`src/hdl/run_seq_regs.svh`:
```
// Register map, field positions, reset values and timing constants of the run sequencer.
// Assumes a 200 MHz core clock and a 32-bit APB slave.
`ifndef RUN_SEQ_REGS_SVH
`define RUN_SEQ_REGS_SVH

`define RS_OFF_CTRL      12'h000
`define RS_OFF_BURST     12'h004
`define RS_OFF_PERIOD    12'h008
`define RS_OFF_DELAY     12'h00c
`define RS_OFF_CMD       12'h010
`define RS_OFF_STATUS    12'h014

// Control register fields
`define RS_CTRL_MODE_LO  0
`define RS_CTRL_GEDGE    2
`define RS_CTRL_SLOPE    3
`define RS_CTRL_SRC_LO   4
`define RS_CTRL_RETRIG   8
`define RS_CTRL_OUT_ON   9
`define RS_CTRL_MOD_ON   10
`define RS_CTRL_IDLE_DC  11
`define RS_CTRL_INSEL    12
`define RS_CTRL_ARMED    13
`define RS_CTRL_RST      32'h0000_0000

// Command register bits
`define RS_CMD_SWTRIG    0

// Timing: time in ns, counts derived from the 5 ns clock period
`define RS_CLK_NS        5
`define RS_STEP_NS       20
`define RS_MIN_DELAY_NS  100
`define RS_STEP_CYC      (`RS_STEP_NS / `RS_CLK_NS)
`define RS_MIN_DELAY_CYC ((`RS_MIN_DELAY_NS + `RS_CLK_NS - 1) / `RS_CLK_NS)
`define RS_MIN_PERIOD_CYC ((`RS_MIN_DELAY_NS + `RS_CLK_NS - 1) / `RS_CLK_NS)
`define RS_BURST_RST     32'h0000_0001
`define RS_PERIOD_RST    32'h0000_0014
`define RS_DELAY_RST     32'h0000_0005

`endif

```
`src/hdl/run_seq_pkg.sv`:
```
// Types shared by the run sequencer: modes, trigger sources, states and bus carriers.
// Assumes nothing beyond a SystemVerilog compiler.
package run_seq_pkg;

  typedef enum logic [1:0] {
    MODE_CONT  = 2'h0,
    MODE_TRIG  = 2'h1,
    MODE_GATE  = 2'h2,
    MODE_BURST = 2'h3
  } run_mode_t;

  // Source codes 0..7 are the backplane lines
  typedef enum logic [3:0] {
    SRC_BP0    = 4'h0,
    SRC_FRONT  = 4'h8,
    SRC_SOFT   = 4'h9,
    SRC_TIMER  = 4'ha,
    SRC_RETRIG = 4'hb
  } trig_src_t;

  // Gray along idle -> play -> drain
  typedef enum logic [1:0] {
    ST_IDLE  = 2'b00,
    ST_PLAY  = 2'b01,
    ST_DRAIN = 2'b11,
    ST_WAIT  = 2'b10
  } seq_state_t;

  typedef struct packed {
    logic        psel;
    logic        penable;
    logic        pwrite;
    logic [11:0] paddr;
    logic [31:0] pwdata;
  } apb_req_t;

  typedef struct packed {
    logic        pready;
    logic        pslverr;
    logic [31:0] prdata;
  } apb_rsp_t;

  // Commands to the playback engine
  typedef struct packed {
    logic start;
    logic modulate;
    logic hold_first;
    logic hold_dc;
  } play_cmd_t;

endpackage

```
`src/hdl/run_seq.sv`:
```
// Run-mode sequencer for one waveform or pulse channel, with APB registers.
// Assumes trigger pins are asynchronous and a playback engine that reports cycle ends.
`timescale 1ns/1ps
`include "run_seq_regs.svh"

// What this block does
// - Trigger source selects front input, backplane line 0-7, software or two timers.
// - Internal timer fires repeatedly at a programmed interval up to 20 s.
// - Re-trigger delay runs from end of one output to next start, 20 ns steps.
// - Re-trigger operation needs one trigger then self-triggers after each delay.
// - Exactly one of continuous, triggered, gated, burst modes is active.
// - Continuous mode plays at once and repeats with no trigger.
// - Continuous play ends only on output off, armed bit cleared or mode change.
// - Triggered mode detects rising or falling edge per slope setting.
// - Each trigger plays one cycle, then holds the first sample.
// - Level gate enables output only while trigger level is asserted.
// - Edge gate toggles open and closed on qualifying transitions.
// - Closing gate finishes the current cycle, then holds a DC level.
// - Burst mode plays a programmed cycle count per trigger, then idles.
// - Burst uses the same trigger sources as triggered mode.
// - One shared input serves as trigger and gate, read per run mode.
// - Pulse unit routes separate trigger and gate inputs to an assigned channel.
// - Modulated idle option one plays unmodulated output while idle.
// - Modulated idle option two holds DC while idle.
module run_seq
  import run_seq_pkg::*;
#(
  parameter int BURST_W = 32,
  parameter int TIME_W  = 32
) (
  input  wire logic       core_clk_i,
  input  wire logic       nrst_i,
  input  wire apb_req_t   apb_req_i,
  output apb_rsp_t        apb_rsp_o,
  input  wire logic       front_trigger_input_i,
  input  wire logic       gate_input_i,
  input  wire logic [7:0] bp_trig_i,
  input  wire logic       cycle_end_i,
  output play_cmd_t       play_o,
  output logic            running_o
);

  initial begin
    if (BURST_W < 1 || BURST_W > 32 || TIME_W < 8 || TIME_W > 32) begin
      $error("run_seq: unsupported width");
    end
  end

  // Two-flop synchronisers on every trigger pin
  logic [9:0] sync1_q;
  logic [9:0] sync2_q;
  logic [9:0] sync3_q;
  always_ff @(posedge core_clk_i) begin
    sync1_q <= {gate_input_i, front_trigger_input_i, bp_trig_i};
    sync2_q <= sync1_q;
    sync3_q <= sync2_q;
  end

  // Registers
  logic [31:0]       ctrl_q;
  logic [BURST_W-1:0] burst_q;
  logic [TIME_W-1:0]  period_q;
  logic [TIME_W-1:0]  delay_q;
  logic              sw_trig_q;
  logic              pready_q;
  logic [31:0]       prdata_q;

  // Field decode
  wire run_mode_t mode      = run_mode_t'(ctrl_q[`RS_CTRL_MODE_LO +: 2]);
  wire            gate_edge = ctrl_q[`RS_CTRL_GEDGE];
  wire            slope_neg = ctrl_q[`RS_CTRL_SLOPE];
  wire [3:0]      src       = ctrl_q[`RS_CTRL_SRC_LO +: 4];
  wire            retrig_en = ctrl_q[`RS_CTRL_RETRIG];
  wire            out_on    = ctrl_q[`RS_CTRL_OUT_ON];
  wire            mod_on    = ctrl_q[`RS_CTRL_MOD_ON];
  wire            idle_dc   = ctrl_q[`RS_CTRL_IDLE_DC];
  wire            in_sel    = ctrl_q[`RS_CTRL_INSEL];
  wire            armed     = ctrl_q[`RS_CTRL_ARMED];

  // Shared input picks the front pin; a pulse unit may route its own gate pin instead
  wire [9:0] s_now  = sync2_q;
  wire [9:0] s_prev = sync3_q;
  wire       use_gate_pin = in_sel && (mode == MODE_GATE);
  wire       ext_idx_hi   = use_gate_pin;
  wire       front_now    = ext_idx_hi ? s_now[9] : s_now[8];
  wire       front_prev   = ext_idx_hi ? s_prev[9] : s_prev[8];

  // Source select, level and edge
  function automatic logic pick(input logic [9:0] v, input logic [3:0] s, input logic hi);
    logic r;
    r = 1'b0;
    if (s[3] == 1'b0) begin
      r = v[s[2:0]];
    end else if (s == SRC_FRONT) begin
      r = hi ? v[9] : v[8];
    end
    return r;
  endfunction

  wire lvl_raw  = pick(s_now, src, ext_idx_hi);
  wire lvl_old  = pick(s_prev, src, ext_idx_hi);
  wire lvl      = lvl_raw ^ slope_neg;
  wire lvl_d1   = lvl_old ^ slope_neg;
  wire ext_edge = lvl && !lvl_d1;
  wire unused_front = front_now ^ front_prev;

  // Internal periodic trigger timer
  logic [TIME_W-1:0] tmr_q;
  wire [TIME_W-1:0]  period_cyc = (period_q < TIME_W'(`RS_MIN_PERIOD_CYC)) ?
                                  TIME_W'(`RS_MIN_PERIOD_CYC) : period_q;
  wire tmr_fire = (tmr_q >= period_cyc - TIME_W'(1));
  always_ff @(posedge core_clk_i) begin
    if (!nrst_i || src != SRC_TIMER) begin
      tmr_q <= '0;
    end else begin
      tmr_q <= tmr_fire ? '0 : tmr_q + TIME_W'(1);
    end
  end

  // Re-trigger delay: programmed in 20 ns steps, counted in clock cycles
  logic [TIME_W+1:0] dly_q;
  logic              dly_run_q;
  wire [TIME_W+1:0]  dly_cyc_raw = {delay_q, 2'b00};
  wire [TIME_W+1:0]  dly_cyc = (dly_cyc_raw < (TIME_W+2)'(`RS_MIN_DELAY_CYC)) ?
                               (TIME_W+2)'(`RS_MIN_DELAY_CYC) : dly_cyc_raw;
  wire dly_done = dly_run_q && (dly_q >= dly_cyc - (TIME_W+2)'(1));
  logic retrig_armed_q;

  // Trigger event from the selected source
  wire trig_evt = (src == SRC_TIMER)  ? tmr_fire :
                  (src == SRC_SOFT)   ? sw_trig_q :
                  (src == SRC_RETRIG) ? (sw_trig_q || ext_edge) : ext_edge;
  wire auto_evt = retrig_en && retrig_armed_q && dly_done;
  wire any_trig = trig_evt || auto_evt;

  // Gate state for both gating styles
  logic gate_tgl_q;
  always_ff @(posedge core_clk_i) begin
    if (!nrst_i || mode != MODE_GATE || !gate_edge) begin
      gate_tgl_q <= 1'b0;
    end else if (trig_evt) begin
      gate_tgl_q <= !gate_tgl_q;
    end
  end
  wire gate_open = gate_edge ? gate_tgl_q : lvl;

  // Sequencer
  seq_state_t        st_q;
  seq_state_t        st_d;
  logic [BURST_W-1:0] left_q;
  logic [BURST_W-1:0] left_d;
  wire cont_go = (mode == MODE_CONT) && out_on && armed;

  always_comb begin
    st_d   = st_q;
    left_d = left_q;
    case (st_q)
      ST_IDLE: begin
        if (cont_go) begin
          st_d = ST_PLAY;
        end else if (out_on && mode == MODE_GATE && gate_open) begin
          st_d = ST_PLAY;
        end else if (out_on && (mode == MODE_TRIG || mode == MODE_BURST) && any_trig) begin
          st_d   = ST_PLAY;
          left_d = (mode == MODE_BURST) ? burst_q : BURST_W'(1);
        end
      end
      ST_PLAY: begin
        if (!out_on) begin
          st_d = ST_IDLE;
        end else if (cycle_end_i) begin
          case (mode)
            MODE_CONT: st_d = ST_PLAY;
            MODE_GATE: st_d = gate_open ? ST_PLAY : ST_IDLE;
            default: begin
              if (left_q <= BURST_W'(1)) begin
                st_d = ST_IDLE;
              end else begin
                left_d = left_q - BURST_W'(1);
              end
            end
          endcase
        end else if (mode == MODE_GATE && !gate_open) begin
          st_d = ST_DRAIN;
        end else if (mode == MODE_CONT && !cont_go) begin
          st_d = ST_DRAIN;
        end
      end
      ST_DRAIN: begin
        if (!out_on || cycle_end_i) begin
          st_d = ST_IDLE;
        end
      end
      default: st_d = ST_IDLE;
    endcase
  end

  always_ff @(posedge core_clk_i) begin
    if (!nrst_i) begin
      st_q   <= ST_IDLE;
      left_q <= '0;
    end else begin
      st_q   <= st_d;
      left_q <= left_d;
    end
  end

  // Re-trigger delay counts from the end of each played signal
  wire play_end = (st_q != ST_IDLE) && (st_d == ST_IDLE);
  always_ff @(posedge core_clk_i) begin
    if (!nrst_i || !retrig_en || !out_on) begin
      dly_q          <= '0;
      dly_run_q      <= 1'b0;
      retrig_armed_q <= 1'b0;
    end else begin
      if (trig_evt) begin
        retrig_armed_q <= 1'b1;
      end
      if (play_end) begin
        dly_run_q <= 1'b1;
        dly_q     <= '0;
      end else if (dly_done || st_q != ST_IDLE) begin
        dly_run_q <= 1'b0;
      end else if (dly_run_q) begin
        dly_q <= dly_q + (TIME_W+2)'(1);
      end
    end
  end

  // Engine commands, registered
  wire playing   = (st_d != ST_IDLE);
  wire start_d   = (st_q == ST_IDLE) && playing;
  wire mod_idle1 = mod_on && !idle_dc && mode != MODE_CONT && out_on;
  always_ff @(posedge core_clk_i) begin
    if (!nrst_i) begin
      play_o    <= '0;
      running_o <= 1'b0;
    end else begin
      play_o.start      <= start_d;
      play_o.modulate   <= mod_on && playing && mode != MODE_CONT;
      play_o.hold_first <= !playing && !mod_on && mode == MODE_TRIG;
      play_o.hold_dc    <= !playing && !mod_idle1 &&
                           !(!mod_on && mode == MODE_TRIG);
      running_o         <= playing || mod_idle1;
    end
  end

  // APB slave, one wait state: ready in the second access cycle
  wire       setup   = apb_req_i.psel && !apb_req_i.penable;
  wire       access  = apb_req_i.psel && apb_req_i.penable && !pready_q;
  wire       wr_en   = access && apb_req_i.pwrite;
  wire [11:0] addr   = apb_req_i.paddr;
  wire       hit     = (addr == `RS_OFF_CTRL) || (addr == `RS_OFF_BURST) || (addr == `RS_OFF_PERIOD) ||
                       (addr == `RS_OFF_DELAY) || (addr == `RS_OFF_CMD) || (addr == `RS_OFF_STATUS);
  wire [31:0] status = {26'h0, retrig_armed_q, gate_open, dly_run_q, running_o, st_q};
  wire [31:0] rd_mux = (addr == `RS_OFF_CTRL)   ? ctrl_q :
                       (addr == `RS_OFF_BURST)  ? 32'(burst_q) :
                       (addr == `RS_OFF_PERIOD) ? 32'(period_q) :
                       (addr == `RS_OFF_DELAY)  ? 32'(delay_q) :
                       (addr == `RS_OFF_STATUS) ? status : 32'h0000_0000;

  always_ff @(posedge core_clk_i) begin
    if (!nrst_i) begin
      ctrl_q    <= `RS_CTRL_RST;
      burst_q   <= BURST_W'(`RS_BURST_RST);
      period_q  <= TIME_W'(`RS_PERIOD_RST);
      delay_q   <= TIME_W'(`RS_DELAY_RST);
      sw_trig_q <= 1'b0;
      pready_q  <= 1'b0;
      prdata_q  <= 32'h0000_0000;
      apb_rsp_o <= '0;
    end else begin
      sw_trig_q <= wr_en && (addr == `RS_OFF_CMD) && apb_req_i.pwdata[`RS_CMD_SWTRIG];
      pready_q  <= access;
      apb_rsp_o.pready  <= access;
      apb_rsp_o.pslverr <= access && !hit;
      apb_rsp_o.prdata  <= (access && !apb_req_i.pwrite) ? rd_mux : 32'h0000_0000;
      if (wr_en && addr == `RS_OFF_CTRL) begin
        ctrl_q <= apb_req_i.pwdata;
      end
      if (wr_en && addr == `RS_OFF_BURST) begin
        burst_q <= apb_req_i.pwdata[BURST_W-1:0];
      end
      if (wr_en && addr == `RS_OFF_PERIOD) begin
        period_q <= apb_req_i.pwdata[TIME_W-1:0];
      end
      if (wr_en && addr == `RS_OFF_DELAY) begin
        delay_q <= apb_req_i.pwdata[TIME_W-1:0];
      end
      prdata_q <= setup ? 32'h0000_0000 : prdata_q;
    end
  end

endmodule // run_seq

```
`config.mk`:
```
export PLATFORM = sky130hd
export DESIGN_NAME = run_seq
export DESIGN_NICKNAME = d
export VERILOG_FILES = /design/src/hdl/run_seq_pkg.sv /design/src/hdl/run_seq.sv
export VERILOG_INCLUDE_DIRS = /design/src /design/src/hdl
export SDC_FILE = /design/constraint.sdc
export NUM_CORES = 1
export LEC_CHECK = 0
export ABC_AREA = 1
export ABC_CLOCK_PERIOD_IN_PS = 8460
export BUFFER_PORTS_ARGS = -buffer_cell sky130_fd_sc_hd__buf_4
export CAP_MARGIN = 10
export CELL_PAD_IN_SITES_DETAIL_PLACEMENT = 1
export CELL_PAD_IN_SITES_GLOBAL_PLACEMENT = 1
export CORE_MARGIN = 2
export CORE_UTILIZATION = 32
export CTS_CLUSTER_DIAMETER = 200
export DETAILED_ROUTE_END_ITERATION = 12
export PLACE_DENSITY_LB_ADDON = 0.3
export REMOVE_ABC_BUFFERS = 1
export SYNTH_ARGS = -nofsm -noshare
export SYNTH_HDL_FRONTEND = slang
export SYNTH_SLANG_ARGS = --single-unit
```
`constraint.sdc`:
```
create_clock -name core_clk_i -period 8.46 [get_ports core_clk_i]
set_input_delay 2.538 -clock core_clk_i [delete_from_list [all_inputs] [get_ports core_clk_i]]
set_output_delay 2.538 -clock core_clk_i [all_outputs]
set_load 0.05 [all_outputs]
```
# ---- Yosys cells after proc, flatten, opt, wreduce, memory -nomap -nowiden
# Cells that the tools add are included.
dict set report classes {
  add_sub_neg 5
  magnitude_cmp 6
  bitwise 3
  reduce_logical 83
  n_eq_ne 23
  n_mux 44
}
# operator n
set op_table {}
lappend op_table {{two-way mux 32 bit} 13}
lappend op_table {{case mux 32 bit (2 select lines)} 1}
lappend op_table {{subtractor 32 x 1 -> 32 bit (second input constant)} 2}
lappend op_table {{logical AND 1 bit} 36}
lappend op_table {{adder 34 x 1 -> 34 bit (second input constant)} 1}
lappend op_table {{greater-or-equal comparator 34 bit} 1}
lappend op_table {{< comparator 34 x 5 -> 1 bit (second input constant)} 1}
lappend op_table {{two-way mux 34 bit} 1}
lappend op_table {{subtractor 34 x 1 -> 34 bit (second input constant)} 1}
lappend op_table {{adder 32 x 1 -> 32 bit (second input constant)} 1}
lappend op_table {{greater-or-equal comparator 32 bit} 1}
lappend op_table {{less-or-equal comparator 32 x 1 -> 1 bit (second input constant)} 1}
lappend op_table {{< comparator 32 x 5 -> 1 bit (second input constant)} 1}
lappend op_table {{equality test 12 x 4 -> 1 bit (second input constant)} 2}
lappend op_table {{equality test 12 x 5 -> 1 bit (second input constant)} 2}
lappend op_table {{two-way mux 2 bit} 9}
lappend op_table {{equality test 4 bit (second input constant)} 4}
lappend op_table {{logical NOT 1 bit} 16}
lappend op_table {{logical OR 1 bit} 16}
lappend op_table {{!= test 2 bit (second input constant)} 8}
lappend op_table {{two-way mux 1 bit} 15}
lappend op_table {{equality test 12 x 3 -> 1 bit (second input constant)} 1}
lappend op_table {{logical NOT 12 bit} 1}
lappend op_table {{nonzero test 2 bit} 5}
lappend op_table {{14 further kinds} 24}
dict set report word_totals {
  output_inout_bits 39
  register_bits 301
  elab_cells 187
  in_bits 60
}

# ---- Logic depth before layout (Yosys ltp)
dict set report depth {
  word_depth 22
  mapped_depth 32
  depth_no_buf 32
}

# ---- Least setup slack after synthesis
# OpenSTA, ideal clock, no wires.
dict set report synth_timing {
  path_type {input-to-reg}
  start {in apb_req_i[37] in the netlist's numbering}
  end {reg apb_rsp_o[15] in the netlist's numbering}
  path_buffers 2
  setup_slack_ps 4357
  arrival_ps 3980
  setup_ps 123
  t_required_ps 8337
  stages 10
  cell_sequence {nor4_1 -> nand2_1 -> nor3_4 -> inv_2 -> nor2_4 -> inv_2 -> buf_2 -> buf_2 -> o221ai_1 -> nor2_1}
}
dict set report synth_via {
  elab_chain_len 5
  word_cells_on_any_way 8
  classes_between {3 x eq/ne; 4 x mux; 1 x reduce/logical}
}
# element line
set synth_rtl {}
lappend synth_rtl {{start, declared} run_seq.sv:33} ;# input wire apb_req_t apb_req_i,
lappend synth_rtl {{equality test 12 x 4 -> 1 bit (no line)} -}
lappend synth_rtl {{two-way mux 32 bit} run_seq.sv:259} ;# (addr == `RS_OFF_DELAY) ? 32'(delay_q) :
lappend synth_rtl {{two-way mux 32 bit} run_seq.sv:258} ;# (addr == `RS_OFF_PERIOD) ? 32'(period_q) :
lappend synth_rtl {{two-way mux 32 bit} run_seq.sv:257} ;# (addr == `RS_OFF_BURST) ? 32'(burst_q) :
lappend synth_rtl {{two-way mux 32 bit (*)} run_seq.sv:256} ;# wire [31:0] rd_mux = (addr == `RS_OFF_CTRL) ? ctrl_q :
lappend synth_rtl {{end, declared} run_seq.sv:34} ;# output apb_rsp_t apb_rsp_o,
# Every way passes the cells marked *; elsewhere a longest branch is shown, timed or not.
# A chain may end at the register's enable or synchronous reset.

# ---- Worst setup path in the final report
dict set report layout_timing {
  start {reg delay_q[24]}
  end {reg left_q[28]}
}
dict set report layout_via {
  elab_chain_len 10
}
# element line
set layout_rtl {}
lappend layout_rtl {{start, declared} run_seq.sv:63} ;# logic [TIME_W-1:0] delay_q;
lappend layout_rtl {{start signal, assigned} run_seq.sv:267} ;# delay_q <= TIME_W'(`RS_DELAY_RST);
lappend layout_rtl {{start signal, assigned} run_seq.sv:288} ;# delay_q <= apb_req_i.pwdata[TIME_W-1:0];
lappend layout_rtl {{< comparator 34 x 5 -> 1 bit} run_seq.sv:124} ;# wire [TIME_W+1:0] dly_cyc = (dly_cyc_raw < (TIME_W+2)'(`RS_MIN_DELAY_CYC)) ?
lappend layout_rtl {{two-way mux 34 bit (*)} run_seq.sv:124}
lappend layout_rtl {{subtractor 34 x 1 -> 34 bit (*)} run_seq.sv:126} ;# wire dly_done = dly_run_q && (dly_q >= dly_cyc - (TIME_W+2)'(1));
lappend layout_rtl {{greater-or-equal comparator 34 bit (*)} run_seq.sv:126}
lappend layout_rtl {{logical AND 1 bit (*)} run_seq.sv:126}
lappend layout_rtl {{logical AND 1 bit (*)} run_seq.sv:133} ;# wire auto_evt = retrig_en && retrig_armed_q && dly_done;
lappend layout_rtl {{logical OR 1 bit (*)} run_seq.sv:134} ;# wire any_trig = trig_evt || auto_evt;
lappend layout_rtl {{logical AND 1 bit (*)} run_seq.sv:163} ;# end else if (out_on && (mode == MODE_TRIG || mode == MODE_BURST) && any_trig) begin
lappend layout_rtl {{!= test 2 bit (no line) (*)} -}
lappend layout_rtl {{AND reduction 8 bit (no line) (*)} -}
lappend layout_rtl {{end signal, assigned} run_seq.sv:204} ;# left_q <= left_d;
lappend layout_rtl {{end, declared} run_seq.sv:150} ;# logic [BURST_W-1:0] left_q;
# Marks and branches as above.

==> results.rst <==
.. list-table::
   :header-rows: 1

   * - Metric
     - Value
   * - Worst Setup Start Kind
     - register
   * - Number of DRC markers in iteration 0
     - 963
   * - Worst endpoint data arrival time
     - ~5.7 ns
   * - Mapped Area
     - 16,850 sq um
   * - Antenna diode count
     - 0
   * - Average via count per standard cell
     - around 5.2
   * - Total count of max-transition violations in the final report
     - 0
   * - Capturing element type of the critical path
     - register
   * - Core area
     - about 52,000 sq um
   * - Length of the first detailed-routing pass in iterations
     - 4
   * - Clock tree from TritonCTS
     - built
   * - Pin count of the biggest net entering global routing
     - 64
   * - Cts-stage hold buffer count
     - 0
   * - Cts bufs inserted
     - 39
   * - Buffer depth of the longest clock path
     - 3
   * - CP most frequent cell
     - nand2_1
   * - Clock latency at the later pin of the worst-skew pair
     - ~0.58 ns
   * - Synth-to-Final Area Change
     - 15.49%
   * - Detailed Route WL
     - 61.09 mm
   * - Sinks on Clock Net
     - approximately 300
   * - Type of the worst setup path
     - register to register
   * - Vias post-DR
     - between 15,000 and 20,000
   * - Max-cap violations
     - 0
   * - PD cells
     - 167.1 nW/um^2
   * - Hold-critical path depth
     - 0
   * - Flip-flop and latch count after synthesis
     - approximately 300
   * - Starting Density
     - between 30 and 40%
   * - Maximum single-stage delay on the critical path
     - around 0.42 ns
   * - Peak supply drop
     - approximately 150 uV
   * - Number of global-route vias before repair
     - around 17,000
   * - Setup repair after global routing missed its margin
     - false
   * - Final HPWL from detailed placement
     - ~47 mm
   * - Global Route Usage Sum
     - 22.39%
   * - Die width
     - around 230 um
   * - Die footprint
     - roughly 55,000 sq um
   * - Startpoint of the tightest hold check path
     - sync1_q[6]
   * - Final-report hold violation count
     - 0
   * - Combinational Power Share
     - between 2 and 3%
   * - DR DRC count
     - 0
   * - Required time of the critical path
     - 8.87 ns
   * - Quantity of I/O buffers inserted on ports
     - between 90 and 100
   * - Min-delay worst type
     - register to register
   * - Worst-path cell with the longest stage delay
     - buf_4
   * - Post-layout minimum cycle time
     - between 5 and 6 ns
   * - Part of the Yosys area used for sequential elements
     - a little over a third
   * - Number of instances in the synthesized netlist
     - between 2,000 and 2,500
   * - Clock share of power
     - between 50% and 60%
   * - # setup viols final
     - 0
   * - Switching portion of total power
     - 22.93%
   * - FF-to-FF path depth
     - 30
   * - Antenna violations before repair
     - 0
   * - Remaining number of nets flagged by the antenna check after routing
     - 0
   * - Capture instance of the worst register-to-register path
     - left_q[28]
   * - Total design power
     - between 3 and 4 mW
   * - Clock skew
     - around 0.033 ns
   * - Part of the cycle the worst path needs
     - between 60 and 70%
   * - Top-Level Pins
     - slightly below 100
   * - Worst setup startpoint
     - delay_q[24]
   * - Register-to-register setup slack
     - around 3.1 ns
   * - Number of non-filler instances in the completed layout
     - approximately 3,200
   * - Critical R2R Launch
     - delay_q[24]
   * - Min-Delay Endpoint
     - s_now[6]
   * - Critical path peak fanout
     - 42
   * - Internal power of the cells
     - between 2 and 3 mW
   * - Buffer type at the clock tree root
     - clkbuf_16
   * - Number of different library cells in the post-synthesis netlist
     - between 50 and 60
   * - Layout Nets
     - between 2,000 and 3,000
   * - Post-placement cell count
     - ~3,100
   * - Number of setup buffers added after CTS
     - 0
   * - Count of warnings emitted by yosys
     - 0
   * - Normalized max-slew margin
     - ~30%
   * - Standard-cell row count
     - 84
   * - Sum of negative setup slack
     - 0 ns
   * - Highest Clock Rate
     - ~190 MHz
   * - Net Sw Power
     - 745.9 uW
   * - First-pass GRT wire length
     - ~95 mm
   * - Routability-driven placement congestion ratio
     - 0.9819
   * - Average cell area after synthesis
     - between 7 and 8 sq um
   * - Number of gates resized after cts
     - 0
   * - Worst-Margin Slew
     - ~1.1 ns
   * - Detail-routed net length per standard cell
     - roughly 19 um
   * - Clock-pin slew of the registers on the worst-case setup and hold paths
     - 0.06 ns
   * - Result of the run
     - finished, final reports clean
   * - Cell leakage power
     - 8.039 nW
   * - Reg power frac
     - a little over two fifths
   * - Vertical die dimension
     - ~230 um
   * - H-tree depth reported by CTS
     - 2
   * - GRT Residual Overflow
     - 0
   * - Fraction of final layout cells sized beyond drive strength 1
     - around 9.9%
## placed cells by master (no fill, tap or decap), drive strengths merged, types with 20 or more instances in the layout
master	count
a211oi	31
nand3	126
a21oi	187
nor2	298
buf	113
nor4	20
ha	70
o21ai	159
xor2	95
nand2	422
inv	321
dfxtp	301
nand4	42
nor3	109
o221ai	22
a221oi	26
clkbuf	52
xnor2	21
## power groups by stage
stage          registers [mW]  clock network (mW)  logic [mW]
2_1_floorplan            1.46                   0      0.0248
3_3_place_gp             1.46                   0      0.0854
3_5_place_dp             1.46                   0      0.0863
4_1_cts                  1.43                1.78      0.0867
5_1_grt                  1.43                1.84      0.0932
6_report                 1.43                1.74      0.0869
## area by class of cell
| cell class | count | area (sq um) |
|---|---|---|
| flip-flops and latches | 301 | 6026 |
| well taps | 688 | 860.8 |
| repair buffers | 113 | 868.3 |
| multi-input cells | 1677 | 9161 |
| clock buffers | 52 | 1116 |
| fillers | 6557 | 32880 |
| inverters | 322 | 1211 |
| clock inverters | 18 | 221.5 |
## state kept, by name, summed over array words and instances (netlist names)
name            flops
sync1_q            10
period_q           32
dly_run_q           1
s_prev             10
st_q                2
play_o              4
left_q             32
burst_q            32
apb_rsp_o          33
running_o           1
tmr_q              32
ctrl_q             32
s_now              10
gate_tgl_q          1
pready_q            1
retrig_armed_q      1
sw_trig_q           1
delay_q            32
dly_q              34
## synthesized netlist by cell type (all sizes together)
cell     count  share of area (%)
a31oi       11               0.41
a21oi      187                5.6
nor3b        3               0.13
nor2       298                7.0
clkinv       3              0.067
xnor2       21                1.1
nor3       109                3.5
o22ai        1              0.037
nor4        20               0.91
o31ai        7               0.31
nand4       42                1.6
nor4b        1              0.052
nand2      422                9.7
dfxtp      301                 36
inv        319                7.1
o21ai      159                4.7
o211ai       8               0.36
or2          3               0.11
o21a         6               0.27
nand3      126                3.9
mux2i        1               0.13
a21boi       1              0.045
a211oi      31                1.4
clkbuf      62                1.4
xor2        95                4.9
a221oi      26                1.4
o221ai      22                1.1
ha          70                5.2
buf         36                1.5
o21bai       2              0.089
o2111ai      3               0.16
o41ai        1              0.052
a31o         1              0.052
## routing by layer
layer,up-vias,routed length (um),GRT usage (%)
met5,-,0,0
met4,0,1999,8.169
met3,114,2311,2.551
met2,304,28970,38.21
met1,8045,27820,28.99
li1,8044,-,-
## cells by family (layout without fill, tap and decap cells)
logic type / after synthesis / in the layout / share of synthesized area [%]
and+or+nand+nor: 1024 / 1024 / 26.91
DFF: 301 / 301 / 35.75
muxes: 1 / 1 / 0.1336
adders and majority gates: 70 / 70 / 5.196
xor gates and xnor gates: 116 / 116 / 6.028
buffers and inverters: 420 / 505 / 10.06
AOI/OAI and AO/OA: 466 / 466 / 15.92
## worst max-delay path: cells and delay by family, from the launching register on
| kind | cells | cell delay [ns] |
|---|---|---|
| and+or+nand+nor | 24 | 3.62 |
| buffers and inverters | 3 | 0.54 |
| adders and majority gates | 2 | 0.52 |
| DFF | 1 | 0.37 |
| AOI/OAI and AO/OA | 1 | 0.07 |
## through the flow
stage,instance area (sq um),utilization [%],setup WS (ns),hold WS [ns]
2_1_floorplan,16370,-,2.499,0.3096
3_3_place_gp,18100,34.58,3.065,0.3155
3_5_place_dp,18100,34.58,2.980,0.3164
4_1_cts,19440,37.14,3.162,0.3271
5_1_grt,19460,37.19,2.623,0.3308
6_report,19460,37.19,3.142,0.3196
## worst max path at each step
stage | cells after the start | endpoint | slack, ns
final | 30 | left_q[28] | 3.14
after global routing | 30 | left_q[0] | 2.62
after CTS | 29 | dly_q[2] | 3.16
after detailed placement | 9 | period_q[24] | 2.98
after global placement | 9 | period_q[24] | 3.07
after floorplan | 8 | ctrl_q[0] | 2.50
Note: power is estimated with default switching activity, not from simulation.
